===== src/common/pcg_regs.vh =====
// register map, field positions, reset values and loop constants of the clock generator
// Notes on behaviour
// [RULE_01] base clock is crystal or vco, halved
// [RULE_02] crystal buffered twice into final reference
// [RULE_03] crystal runs only while oscillator enabled
// [RULE_04] vco divided by N gives feedback
// [RULE_05] phase detector emits up/down correction pulses
// [RULE_06] lock detector compares feedback and reference rates
// [RULE_07] vco centre equals L times 4.9152 MHz
// [RULE_08] acquisition mode keeps select bit clear
// [RULE_09] select bit set means tracking mode
// [RULE_10] automatic mode: detector drives select bit
// [RULE_11] select bit set/cleared by track tolerances
// [RULE_12] lock flag set/cleared by lock tolerances
// [RULE_13] lock change requests interrupt when enabled
// [RULE_14] manual mode: software writes select bit
// [RULE_15] manual mode: no lock flag, no interrupt
// [RULE_16] software clears select before pll on
// [RULE_17] software waits acquisition time before tracking
// [RULE_18] software waits lock time before vco select
// [RULE_19] software selects vco only after lock
// [RULE_20] switch holds output, waits three+three cycles
// [RULE_21] refuse illegal power/select combinations
// [RULE_22] N of zero acts as one
// [RULE_23] L of zero disables pll, forces crystal
`ifndef PCG_REGS_VH
`define PCG_REGS_VH

`define PCG_OFF_CTRL 8'h00
`define PCG_OFF_BW 8'h04
`define PCG_OFF_PROG 8'h08
`define PCG_OFF_FREQ 8'h0C

`define PCG_CTRL_IRQEN 7
`define PCG_CTRL_POWER 5
`define PCG_CTRL_SRCSEL 4
`define PCG_BW_AUTO 7
`define PCG_BW_LOCK 6
`define PCG_BW_TRACK 5

`define PCG_CTRL_RST 8'h00
`define PCG_BW_RST 8'h00
`define PCG_PROG_RST 8'h00

// frequencies in units of 100 Hz
`define PCG_CLK_FREQ 21'h1312D0
`define PCG_NOM_FREQ 21'h00C000
`define PCG_XTAL_FREQ 21'h009C40
`define PCG_FREQ_CAP 21'h1312CF

`define PCG_STEP_WIDE 21'h000100
`define PCG_STEP_TRK 21'h000008
`define PCG_WIN 8'h20
`define PCG_TOL_TRK 8'h01
`define PCG_TOL_UNT 8'h03
`define PCG_TOL_LOCK 8'h00
`define PCG_TOL_UNL 8'h02
`define PCG_SW_WAIT 2'h3

`endif


===== src/pcg_nco.v =====
// numerically controlled oscillator producing one-cycle tick enables
`timescale 1ns/1ns
`default_nettype none
`include "pcg_regs.vh"
module pcg_nco (
  // clock and reset
  input wire clk,
  input wire rst_n,
  // control
  input wire en,
  input wire [20:0] freq,
  // tick
  output reg tick
);
  reg [20:0] acc_r;
  wire [21:0] sum = {1'b0, acc_r} + {1'b0, freq};

  // freq must stay below the clock rate, else ticks are lost
  always @(posedge clk) begin
    if (!rst_n || !en) begin
      acc_r <= 21'h000000;
      tick <= 1'b0;
    end else if (sum >= {1'b0, `PCG_CLK_FREQ}) begin
      acc_r <= sum[20:0] - `PCG_CLK_FREQ;
      tick <= 1'b1;
    end else begin
      acc_r <= sum[20:0];
      tick <= 1'b0;
    end
  end
endmodule // pcg_nco
`default_nettype wire


===== src/pcg_mod_div.v =====
// modulo divider of vco ticks into feedback ticks
`timescale 1ns/1ns
`default_nettype none
module pcg_mod_div (
  // clock and reset
  input wire clk,
  input wire rst_n,
  // control
  input wire en,
  input wire [3:0] modN,
  input wire inTick,
  // output
  output reg outTick
);
  reg [3:0] cnt_r;
  wire [3:0] nEff = (modN == 4'h0) ? 4'h1 : modN; // [RULE_22]

  always @(posedge clk) begin
    if (!rst_n || !en) begin
      cnt_r <= 4'h0;
      outTick <= 1'b0;
    end else if (inTick && (cnt_r >= nEff - 4'h1)) begin
      cnt_r <= 4'h0;
      outTick <= 1'b1; // [RULE_04]
    end else begin
      if (inTick)
        cnt_r <= cnt_r + 4'h1;
      outTick <= 1'b0;
    end
  end
endmodule // pcg_mod_div
`default_nettype wire


===== src/pcg_clock_gen.v =====
// clock generator control: reference, feedback, phase/lock detect, selector, apb registers
//
// Added by the designer: the placing of the registers and the APB register port.
`timescale 1ns/1ns
`default_nettype none
`include "pcg_regs.vh"
module pcg_clock_gen (
  // clock and reset
  input wire clk,
  input wire rst_n,
  // apb slave
  input wire psel,
  input wire penable,
  input wire pwrite,
  input wire [7:0] paddr,
  input wire [31:0] pwdata,
  output reg [31:0] prdata,
  output reg pready,
  output reg pslverr,
  // from system integration module
  input wire oscEnableFromSim,
  // clock enables out
  output reg crystalClock,
  output reg pllRefClock,
  output reg finalRefClock,
  output reg vcoClock,
  output reg vcoFeedbackClock,
  output reg baseClockOut,
  // loop
  output reg pumpUp,
  output reg pumpDown,
  output reg pllIrqReq
);
  localparam SEL_RUN = 1'b0;
  localparam SEL_WAIT = 1'b1;
  localparam [7:0] CTRL_RST = `PCG_CTRL_RST;
  localparam [7:0] BW_RST = `PCG_BW_RST;
  localparam [7:0] PROG_RST = `PCG_PROG_RST;

  // registers
  reg pllIrqEnable_r;
  reg pllPowerOn_r;
  reg baseClockSelect_r;
  reg autoBw_r;
  reg acquireTrackSelect_r;
  reg lock_r;
  reg [3:0] modN_r;
  reg [3:0] linL_r;
  reg [20:0] vcoFreq_r;
  reg [20:0] vcoFreq_nxt;
  reg upPend_r;
  reg dnPend_r;
  reg [7:0] winCnt_r;
  reg [7:0] fbCnt_r;
  reg selState_r;
  reg selVco_r;
  reg [1:0] xCnt_r;
  reg [1:0] vCnt_r;

  wire xtalTick;
  wire vcoTick;
  wire fbTick;
  wire lNonZero = (linL_r != 4'h0);
  wire pllRun = pllPowerOn_r && lNonZero && oscEnableFromSim; // [RULE_23]
  wire [20:0] centre = {17'h00000, linL_r} * `PCG_NOM_FREQ; // [RULE_07]
  wire [20:0] fMin = {1'b0, centre[20:1]};
  wire [20:0] fDbl = {centre[19:0], 1'b0};
  wire [20:0] fMax = (fDbl > `PCG_FREQ_CAP) ? `PCG_FREQ_CAP : fDbl;
  wire [20:0] step = acquireTrackSelect_r ? `PCG_STEP_TRK : `PCG_STEP_WIDE; // [RULE_09]

  // crystal runs only while enabled by the system module
  pcg_nco xtalOsc (
    .clk(clk),
    .rst_n(rst_n),
    .en(oscEnableFromSim), // [RULE_03]
    .freq(`PCG_XTAL_FREQ),
    .tick(xtalTick)
  );

  pcg_nco vcoOsc (
    .clk(clk),
    .rst_n(rst_n),
    .en(pllRun),
    .freq(vcoFreq_r),
    .tick(vcoTick)
  );

  pcg_mod_div fbDiv (
    .clk(clk),
    .rst_n(rst_n),
    .en(pllRun),
    .modN(modN_r),
    .inTick(vcoTick),
    .outTick(fbTick)
  );

  // reference buffers and tick outputs
  always @(posedge clk) begin
    if (!rst_n) begin
      crystalClock <= 1'b0;
      pllRefClock <= 1'b0;
      finalRefClock <= 1'b0;
      vcoClock <= 1'b0;
      vcoFeedbackClock <= 1'b0;
    end else begin
      crystalClock <= xtalTick;
      pllRefClock <= xtalTick; // [RULE_02]
      finalRefClock <= pllRefClock; // [RULE_02]
      vcoClock <= vcoTick;
      vcoFeedbackClock <= fbTick;
    end
  end

  // phase detector: up on reference first, down on feedback first
  always @(posedge clk) begin
    if (!rst_n || !pllRun) begin
      upPend_r <= 1'b0;
      dnPend_r <= 1'b0;
    end else begin
      if ((upPend_r || finalRefClock) && (dnPend_r || fbTick)) begin
        upPend_r <= 1'b0; // [RULE_05]
        dnPend_r <= 1'b0;
      end else begin
        upPend_r <= upPend_r || finalRefClock; // [RULE_05]
        dnPend_r <= dnPend_r || fbTick;
      end
    end
  end

  always @(posedge clk) begin
    if (!rst_n) begin
      pumpUp <= 1'b0;
      pumpDown <= 1'b0;
    end else begin
      pumpUp <= upPend_r;
      pumpDown <= dnPend_r;
    end
  end

  // loop filter: step size follows the acquire/track mode
  always @* begin
    vcoFreq_nxt = vcoFreq_r;
    if (upPend_r && !dnPend_r)
      vcoFreq_nxt = (vcoFreq_r + step > fMax) ? fMax : vcoFreq_r + step; // [RULE_08]
    else if (dnPend_r && !upPend_r)
      vcoFreq_nxt = (vcoFreq_r < fMin + step) ? fMin : vcoFreq_r - step;
  end

  always @(posedge clk) begin
    if (!rst_n)
      vcoFreq_r <= 21'h000000;
    else if (!pllRun)
      vcoFreq_r <= (centre > `PCG_FREQ_CAP) ? `PCG_FREQ_CAP : centre;
    else
      vcoFreq_r <= vcoFreq_nxt;
  end

  // lock detector: count feedback ticks over a window of reference ticks
  wire winEnd = finalRefClock && (winCnt_r == `PCG_WIN - 8'h01);
  wire [7:0] fbSum = (fbCnt_r == 8'hFF || !fbTick) ? fbCnt_r : fbCnt_r + 8'h01;
  wire [7:0] diff = (fbSum > `PCG_WIN) ? fbSum - `PCG_WIN : `PCG_WIN - fbSum;

  always @(posedge clk) begin
    if (!rst_n || !pllRun) begin
      winCnt_r <= 8'h00;
      fbCnt_r <= 8'h00;
    end else if (winEnd) begin
      winCnt_r <= 8'h00;
      fbCnt_r <= 8'h00;
    end else begin
      if (finalRefClock)
        winCnt_r <= winCnt_r + 8'h01;
      fbCnt_r <= fbSum; // [RULE_06]
    end
  end

  // apb decode
  wire apbDo = psel && penable && pready;
  wire apbWr = apbDo && pwrite;
  wire wrCtrl = apbWr && (paddr == `PCG_OFF_CTRL);
  wire wrBw = apbWr && (paddr == `PCG_OFF_BW);
  wire wrProg = apbWr && (paddr == `PCG_OFF_PROG);
  wire mapped = (paddr == `PCG_OFF_CTRL) || (paddr == `PCG_OFF_BW) ||
                (paddr == `PCG_OFF_PROG) || (paddr == `PCG_OFF_FREQ);
  wire newOn = pwdata[`PCG_CTRL_POWER];
  wire newSel = pwdata[`PCG_CTRL_SRCSEL];
  wire onChg = newOn != pllPowerOn_r;
  wire selChg = newSel != baseClockSelect_r;
  // both changing in one write is refused as a whole
  wire both = onChg && selChg;
  wire onOk = onChg && !both && !(!newOn && baseClockSelect_r); // [RULE_21]
  wire selOk = selChg && !both && !(newSel && (!pllPowerOn_r || !lNonZero)); // [RULE_21]

  // control and program registers
  always @(posedge clk) begin
    if (!rst_n) begin
      pllIrqEnable_r <= CTRL_RST[`PCG_CTRL_IRQEN];
      pllPowerOn_r <= 1'b0;
      baseClockSelect_r <= 1'b0;
      modN_r <= PROG_RST[7:4];
      linL_r <= PROG_RST[3:0];
    end else begin
      if (wrCtrl) begin
        pllIrqEnable_r <= pwdata[`PCG_CTRL_IRQEN];
        if (onOk)
          pllPowerOn_r <= newOn;
        if (selOk)
          baseClockSelect_r <= newSel; // [RULE_01]
      end
      if (!lNonZero)
        baseClockSelect_r <= 1'b0; // [RULE_23]
      if (wrProg) begin
        modN_r <= pwdata[7:4];
        linL_r <= pwdata[3:0];
      end
    end
  end

  // bandwidth register, acquire/track select and lock flag
  always @(posedge clk) begin
    if (!rst_n) begin
      autoBw_r <= BW_RST[`PCG_BW_AUTO];
      acquireTrackSelect_r <= 1'b0;
      lock_r <= 1'b0;
    end else begin
      if (wrBw)
        autoBw_r <= pwdata[`PCG_BW_AUTO];
      if (!autoBw_r) begin
        lock_r <= 1'b0; // [RULE_15]
        if (wrBw)
          acquireTrackSelect_r <= pwdata[`PCG_BW_TRACK]; // [RULE_14]
      end else if (!pllRun) begin
        acquireTrackSelect_r <= 1'b0; // [RULE_10]
        lock_r <= 1'b0;
      end else if (winEnd) begin
        if (diff <= `PCG_TOL_TRK)
          acquireTrackSelect_r <= 1'b1; // [RULE_11]
        else if (diff > `PCG_TOL_UNT)
          acquireTrackSelect_r <= 1'b0; // [RULE_11]
        if (diff <= `PCG_TOL_LOCK)
          lock_r <= 1'b1; // [RULE_12]
        else if (diff > `PCG_TOL_UNL)
          lock_r <= 1'b0; // [RULE_12]
      end
    end
  end

  // lock change interrupt request, one cycle per toggle
  reg lockPrev_r;
  always @(posedge clk) begin
    if (!rst_n) begin
      lockPrev_r <= 1'b0;
      pllIrqReq <= 1'b0;
    end else begin
      lockPrev_r <= lock_r;
      pllIrqReq <= (lock_r != lockPrev_r) && pllIrqEnable_r && autoBw_r; // [RULE_13] [RULE_15]
    end
  end

  // base clock selector: hold output during source change
  wire selTick = selVco_r ? vcoTick : xtalTick;
  wire vDone = (vCnt_r == `PCG_SW_WAIT) || !pllRun;
  wire reqVco = baseClockSelect_r && lNonZero;

  always @(posedge clk) begin
    if (!rst_n) begin
      selState_r <= SEL_RUN;
      selVco_r <= 1'b0;
      xCnt_r <= 2'h0;
      vCnt_r <= 2'h0;
      baseClockOut <= 1'b0;
    end else begin
      case (selState_r)
        SEL_RUN: begin
          xCnt_r <= 2'h0;
          vCnt_r <= 2'h0;
          if (reqVco != selVco_r)
            selState_r <= SEL_WAIT; // [RULE_20]
          else if (selTick)
            baseClockOut <= !baseClockOut; // [RULE_01]
        end
        SEL_WAIT: begin
          if (xtalTick && xCnt_r != `PCG_SW_WAIT)
            xCnt_r <= xCnt_r + 2'h1; // [RULE_20]
          if (vcoTick && vCnt_r != `PCG_SW_WAIT)
            vCnt_r <= vCnt_r + 2'h1; // [RULE_20]
          // a stopped crystal would hang here; the system module keeps it on only while oscReq is high
          if (xCnt_r == `PCG_SW_WAIT && vDone) begin
            selVco_r <= reqVco;
            selState_r <= SEL_RUN;
          end
        end
        default: selState_r <= SEL_RUN;
      endcase
    end
  end

  // apb answer: one wait state, registered read data
  always @(posedge clk) begin
    if (!rst_n) begin
      pready <= 1'b0;
      pslverr <= 1'b0;
      prdata <= 32'h00000000;
    end else begin
      pready <= psel && penable && !pready;
      pslverr <= psel && penable && !pready && !mapped;
      if (psel && penable && !pready && !pwrite) begin
        case (paddr)
          `PCG_OFF_CTRL: prdata <= {24'h000000, pllIrqEnable_r, 1'b0, pllPowerOn_r,
                                    baseClockSelect_r, 4'h0};
          `PCG_OFF_BW: prdata <= {24'h000000, autoBw_r, lock_r, acquireTrackSelect_r,
                                  5'h00};
          `PCG_OFF_PROG: prdata <= {24'h000000, modN_r, linL_r};
          `PCG_OFF_FREQ: prdata <= {11'h000, vcoFreq_r};
          default: prdata <= 32'h00000000;
        endcase
      end
    end
  end
endmodule // pcg_clock_gen
`default_nettype wire


===== config.mk =====
export PLATFORM = sky130hd
export DESIGN_NAME = pcg_clock_gen
export DESIGN_NICKNAME = d
export VERILOG_FILES = /design/src/pcg_nco.v /design/src/pcg_mod_div.v /design/src/pcg_clock_gen.v
export VERILOG_INCLUDE_DIRS = /design/src /design/src/common
export SDC_FILE = /design/constraint.sdc
export NUM_CORES = 1
export LEC_CHECK = 0
export BUFFER_PORTS_ARGS = -buffer_cell sky130_fd_sc_hd__buf_2
export CORE_ASPECT_RATIO = 0.6
export CORE_UTILIZATION = 55
export CTS_CLUSTER_SIZE = 20
export DETAILED_ROUTE_END_ITERATION = 16
export GPL_TIMING_DRIVEN = 0
export MAX_ROUTING_LAYER = met4
export PLACE_DENSITY = 0.77
export REMOVE_ABC_BUFFERS = 1
export SLEW_MARGIN = 5
export SYNTH_ARGS = -nofsm -noshare
export SYNTH_HDL_FRONTEND = slang
export SYNTH_SLANG_ARGS = --single-unit

===== constraint.sdc =====
create_clock -name clk -period 4.2 [get_ports clk]
set_clock_uncertainty 0.15 [all_clocks]
set_input_delay 0.42 -clock clk [delete_from_list [all_inputs] [get_ports clk]]
set_output_delay 0.42 -clock clk [all_outputs]
set_load 0.02 [all_outputs]

==> results.toml <==
[outcome]
outcome = "completed"

[critical_path]
end_kind = "flip-flop"
slowest_delay_ps = 550
critical_path.cell_chain = "ha_2, fa_2, nand2_1, a31oi_4, clkinvlp_4, buf_4, ha_4, nand4_1, nor2_1, nand3_1, a31oi_2, o31ai_1, nand4_1, buf_4, nand3_2, a21bo_2, a221oi_1"
ff2ff_setup_slack_ps = 80
worst-path-buf-inv = 3
cp_data_required_time_ps = 4370
cp.arrival_ps = 4280
cp_slowest_cell = "fa_2"
critPathMaxFanout = 6
path_class = "reg2reg"
crit_path_start_kind = "flip-flop"
crit_family = "compound AO/OA/AOI/OAI gates"

[placed_design]
gp_congestion = 0.911
io_buffers = 53
hpwl_mm = 17.4
dp.cells = 1395
placed_area_mm2 = 0.00980

[logic_synthesis]
synth_xor_area_share_pct = 7.49
synthMuxAreaShare_pct = 3.44
synth_most_common_cell = "dfxtp_1"
synth-adder-area-share_pct = 10.3
postSynthAreaPerCell_um2 = 8.23
synth_top_family_by_area = "simple AND/OR/NAND/NOR gates"
synth_compound_area_share_pct = 22.1
ys.flop_type = "dfxtp_1"
seq_area_frac_synth_pct = 28.0
ys_ff_latch = 134
synth_edf_count = 0
synthTopCellsByCount = "dfxtp_1 (134), nor2_1 (118), nand2_1 (81), ha_1 (75), a21oi_1 (61)"
synth_cells = 1166
syn_area_mm2 = 0.00959
ys_types = 90
yosys_warnings = 0
synth_top_area_cell = "dfxtp_1"
synth_area_leaders = "dfxtp_1 (28%), ha_1 (9.8%), nor2_1 (4.6%)"
synthSimpleGateAreaFrac_pct = 22.4
async_flop_share_pct = 0
netlist.area_leader.share_pct = 28.0

[floorplanning]
dieWidth_um = 172
die_area_mm2 = 0.0180
coreArea_mm2 = 0.0166
start_util_pct = 57.7
rows = 36
die_h_um = 104
io_pins = 89

[timing]
hold_slack_ps = 96.8
fmax_mhz = 243
final_hold_viol_count = 0
fin_tns_setup_ps = 0
fin_crit_ps = 4120
tightest_slew_ps = 1220
period_share_pct = 98.1
relSlewSlack_pct = 18.2
setup_viol = 0
finalMaxSlewViolations = 0

[pwr]
leakagePower_uw = 0.00436
vdd_ir_drop_max_uv = 213
p_per_area_mw_per_mm2 = 273

[min_path]
hold_class = "in2reg"

[clock_tree]
cts_max_level = 4
tritoncts = "done"
clock_sinks = 134
clockRootBuffer = "clkbuf_16"
clk_latency_ps = 430
holdBufCountCts = 0
path_clk_slew_ps = 70
cts_buffer_depth = 2
cts-buffers-inserted = 17

[global_route]
grt_pass1_wl_mm = 39.2
grt_pass1_vias = 7724
track_usage_pct = 28.2
antenna_found_initial = 0
grt_max_degree = 55
grt-ovfl-total = 0

[layout]
diodes = 0
final_net_count = 1328
final_layout_size_suffix_gt1_share_pct = 16.3
area_growth_pct = 13.2
post_layout_nonfiller_instances = 1446
fin_util_pct = 65.3
stdcell_area_mm2 = 0.0109

[detailed_routing]
wl_per_cell_um = 17.3
dr.first_iter.drc_count = 873
via_per_inst = 6.05
drtPass1Iterations = 6
drc_errors = 0
vias = 8745
wirelength_mm = 25.0
drtAntennaViolNets = 0

[job]
max-cap-violations = 0
==> cell families (layout without fill, tap and decap cells) <==
kind of cell             Yosys count  after routing
other                              1             11
buffers and inverters            114            156
multiplexers                      30             30
AND/OR/NAND/NOR                  426            426
flip-flops                       134            134
adder cells (fa/ha/maj)           78             78
AO/OA/AOI/OAI                    301            301
XOR/XNOR                          82             82
==> area by class of cell <==
class	instances	area [µm²]
Fill cell	1302	5770
Clock inverter	15	198
Clock buffer	17	425
Sequential cell	134	2700
Inverter	51	195
Timing Repair Buffer	73	435
Multi-Input combinational cell	928	6620
Tap cell	228	285
==> where the power goes <==
part / switching (µW) / internal, µW / total [µW]
clock network: 673 / 913 / 1590
registers: 7.40 / 1270 / 1280
logic: 59.9 / 32.3 / 92.2
==> stage by stage <==
stage                     power [µW]  setup slack, ps
after global placement          1400             -936
after floorplan                 1370             44.1
final                           2960             81.5
after CTS                       2970             1.67
after detailed placement        1400             -836
after global routing            3040            -93.9
==> path summary, 6_finish.rpt <==
| check | startpoint | end | cells after the start |
|---|---|---|---|
| max | linL_r[1] | vcoFreq_r[12] | 17 |
| min | pwdata[3] | linL_r[3] | 3 |
| max reg2reg | linL_r[1] | vcoFreq_r[12] | 17 |
| min reg2reg | dnPend_r | upPend_r | 1 |
==> state kept, by name, summed over array words and instances, names as in the netlist, 2 cells and up <==
| register | flops |
|---|---|
| modN_r | 4 |
| xtalOsc.acc_r | 17 |
| winCnt_r | 8 |
| vcoFreq_r | 19 |
| vCnt_r | 2 |
| xCnt_r | 2 |
| linL_r | 4 |
| vcoOsc.acc_r | 21 |
| fbCnt_r | 8 |
| prdata | 21 |
| fbDiv.cnt_r | 4 |
==> per-layer routing <==
| layer | up-vias | track usage [%] | wire [µm] | share of wire [%] |
|---|---|---|---|---|
| met5 | - | - | 0 | 0 |
| met4 | 0 | 6.95 | 393 | 1.6 |
| met3 | 51 | 4.91 | 2190 | 8.8 |
| met2 | 384 | 40.1 | 10400 | 42 |
| met1 | 4045 | 40.9 | 12000 | 48 |
| li1 | 4265 | - | - | - |
==> worst register-to-register path: cells and delay by family (launching register included) <==
family / cells / cell delay (ps)
compound gates: 5 / 1100
fa+ha+maj: 3 / 1040
buf+inv: 3 / 560
flops: 1 / 360
simple gates: 6 / 800
==> placed cells by master (no fill, tap or decap), drive strengths merged, types with 14 or more instances in the layout <==
cell,instances
dfxtp,134
nor2,120
nand2,81
ha,75
buf,73
a21oi,63
inv,60
o21ai,56
xnor2,47
nor2b,46
nand3,36
xor2,35
nor3,30
mux2i,24
a211oi,24
a22oi,20
and2,20
or3,18
clkbuf,17
a21o,16
nand4,15
o31ai,14
==> timing repair <==
action | 4_1_cts | 5_1_grt
pin swaps | 6 | 13
gates resized for setup | 17 | 41
endpoints found under the setup margin | 33 | 35
endpoints found under the hold margin | 0 | 0
buffers inserted | 10 | 9
Note: power is estimated with default switching activity, not from simulation.
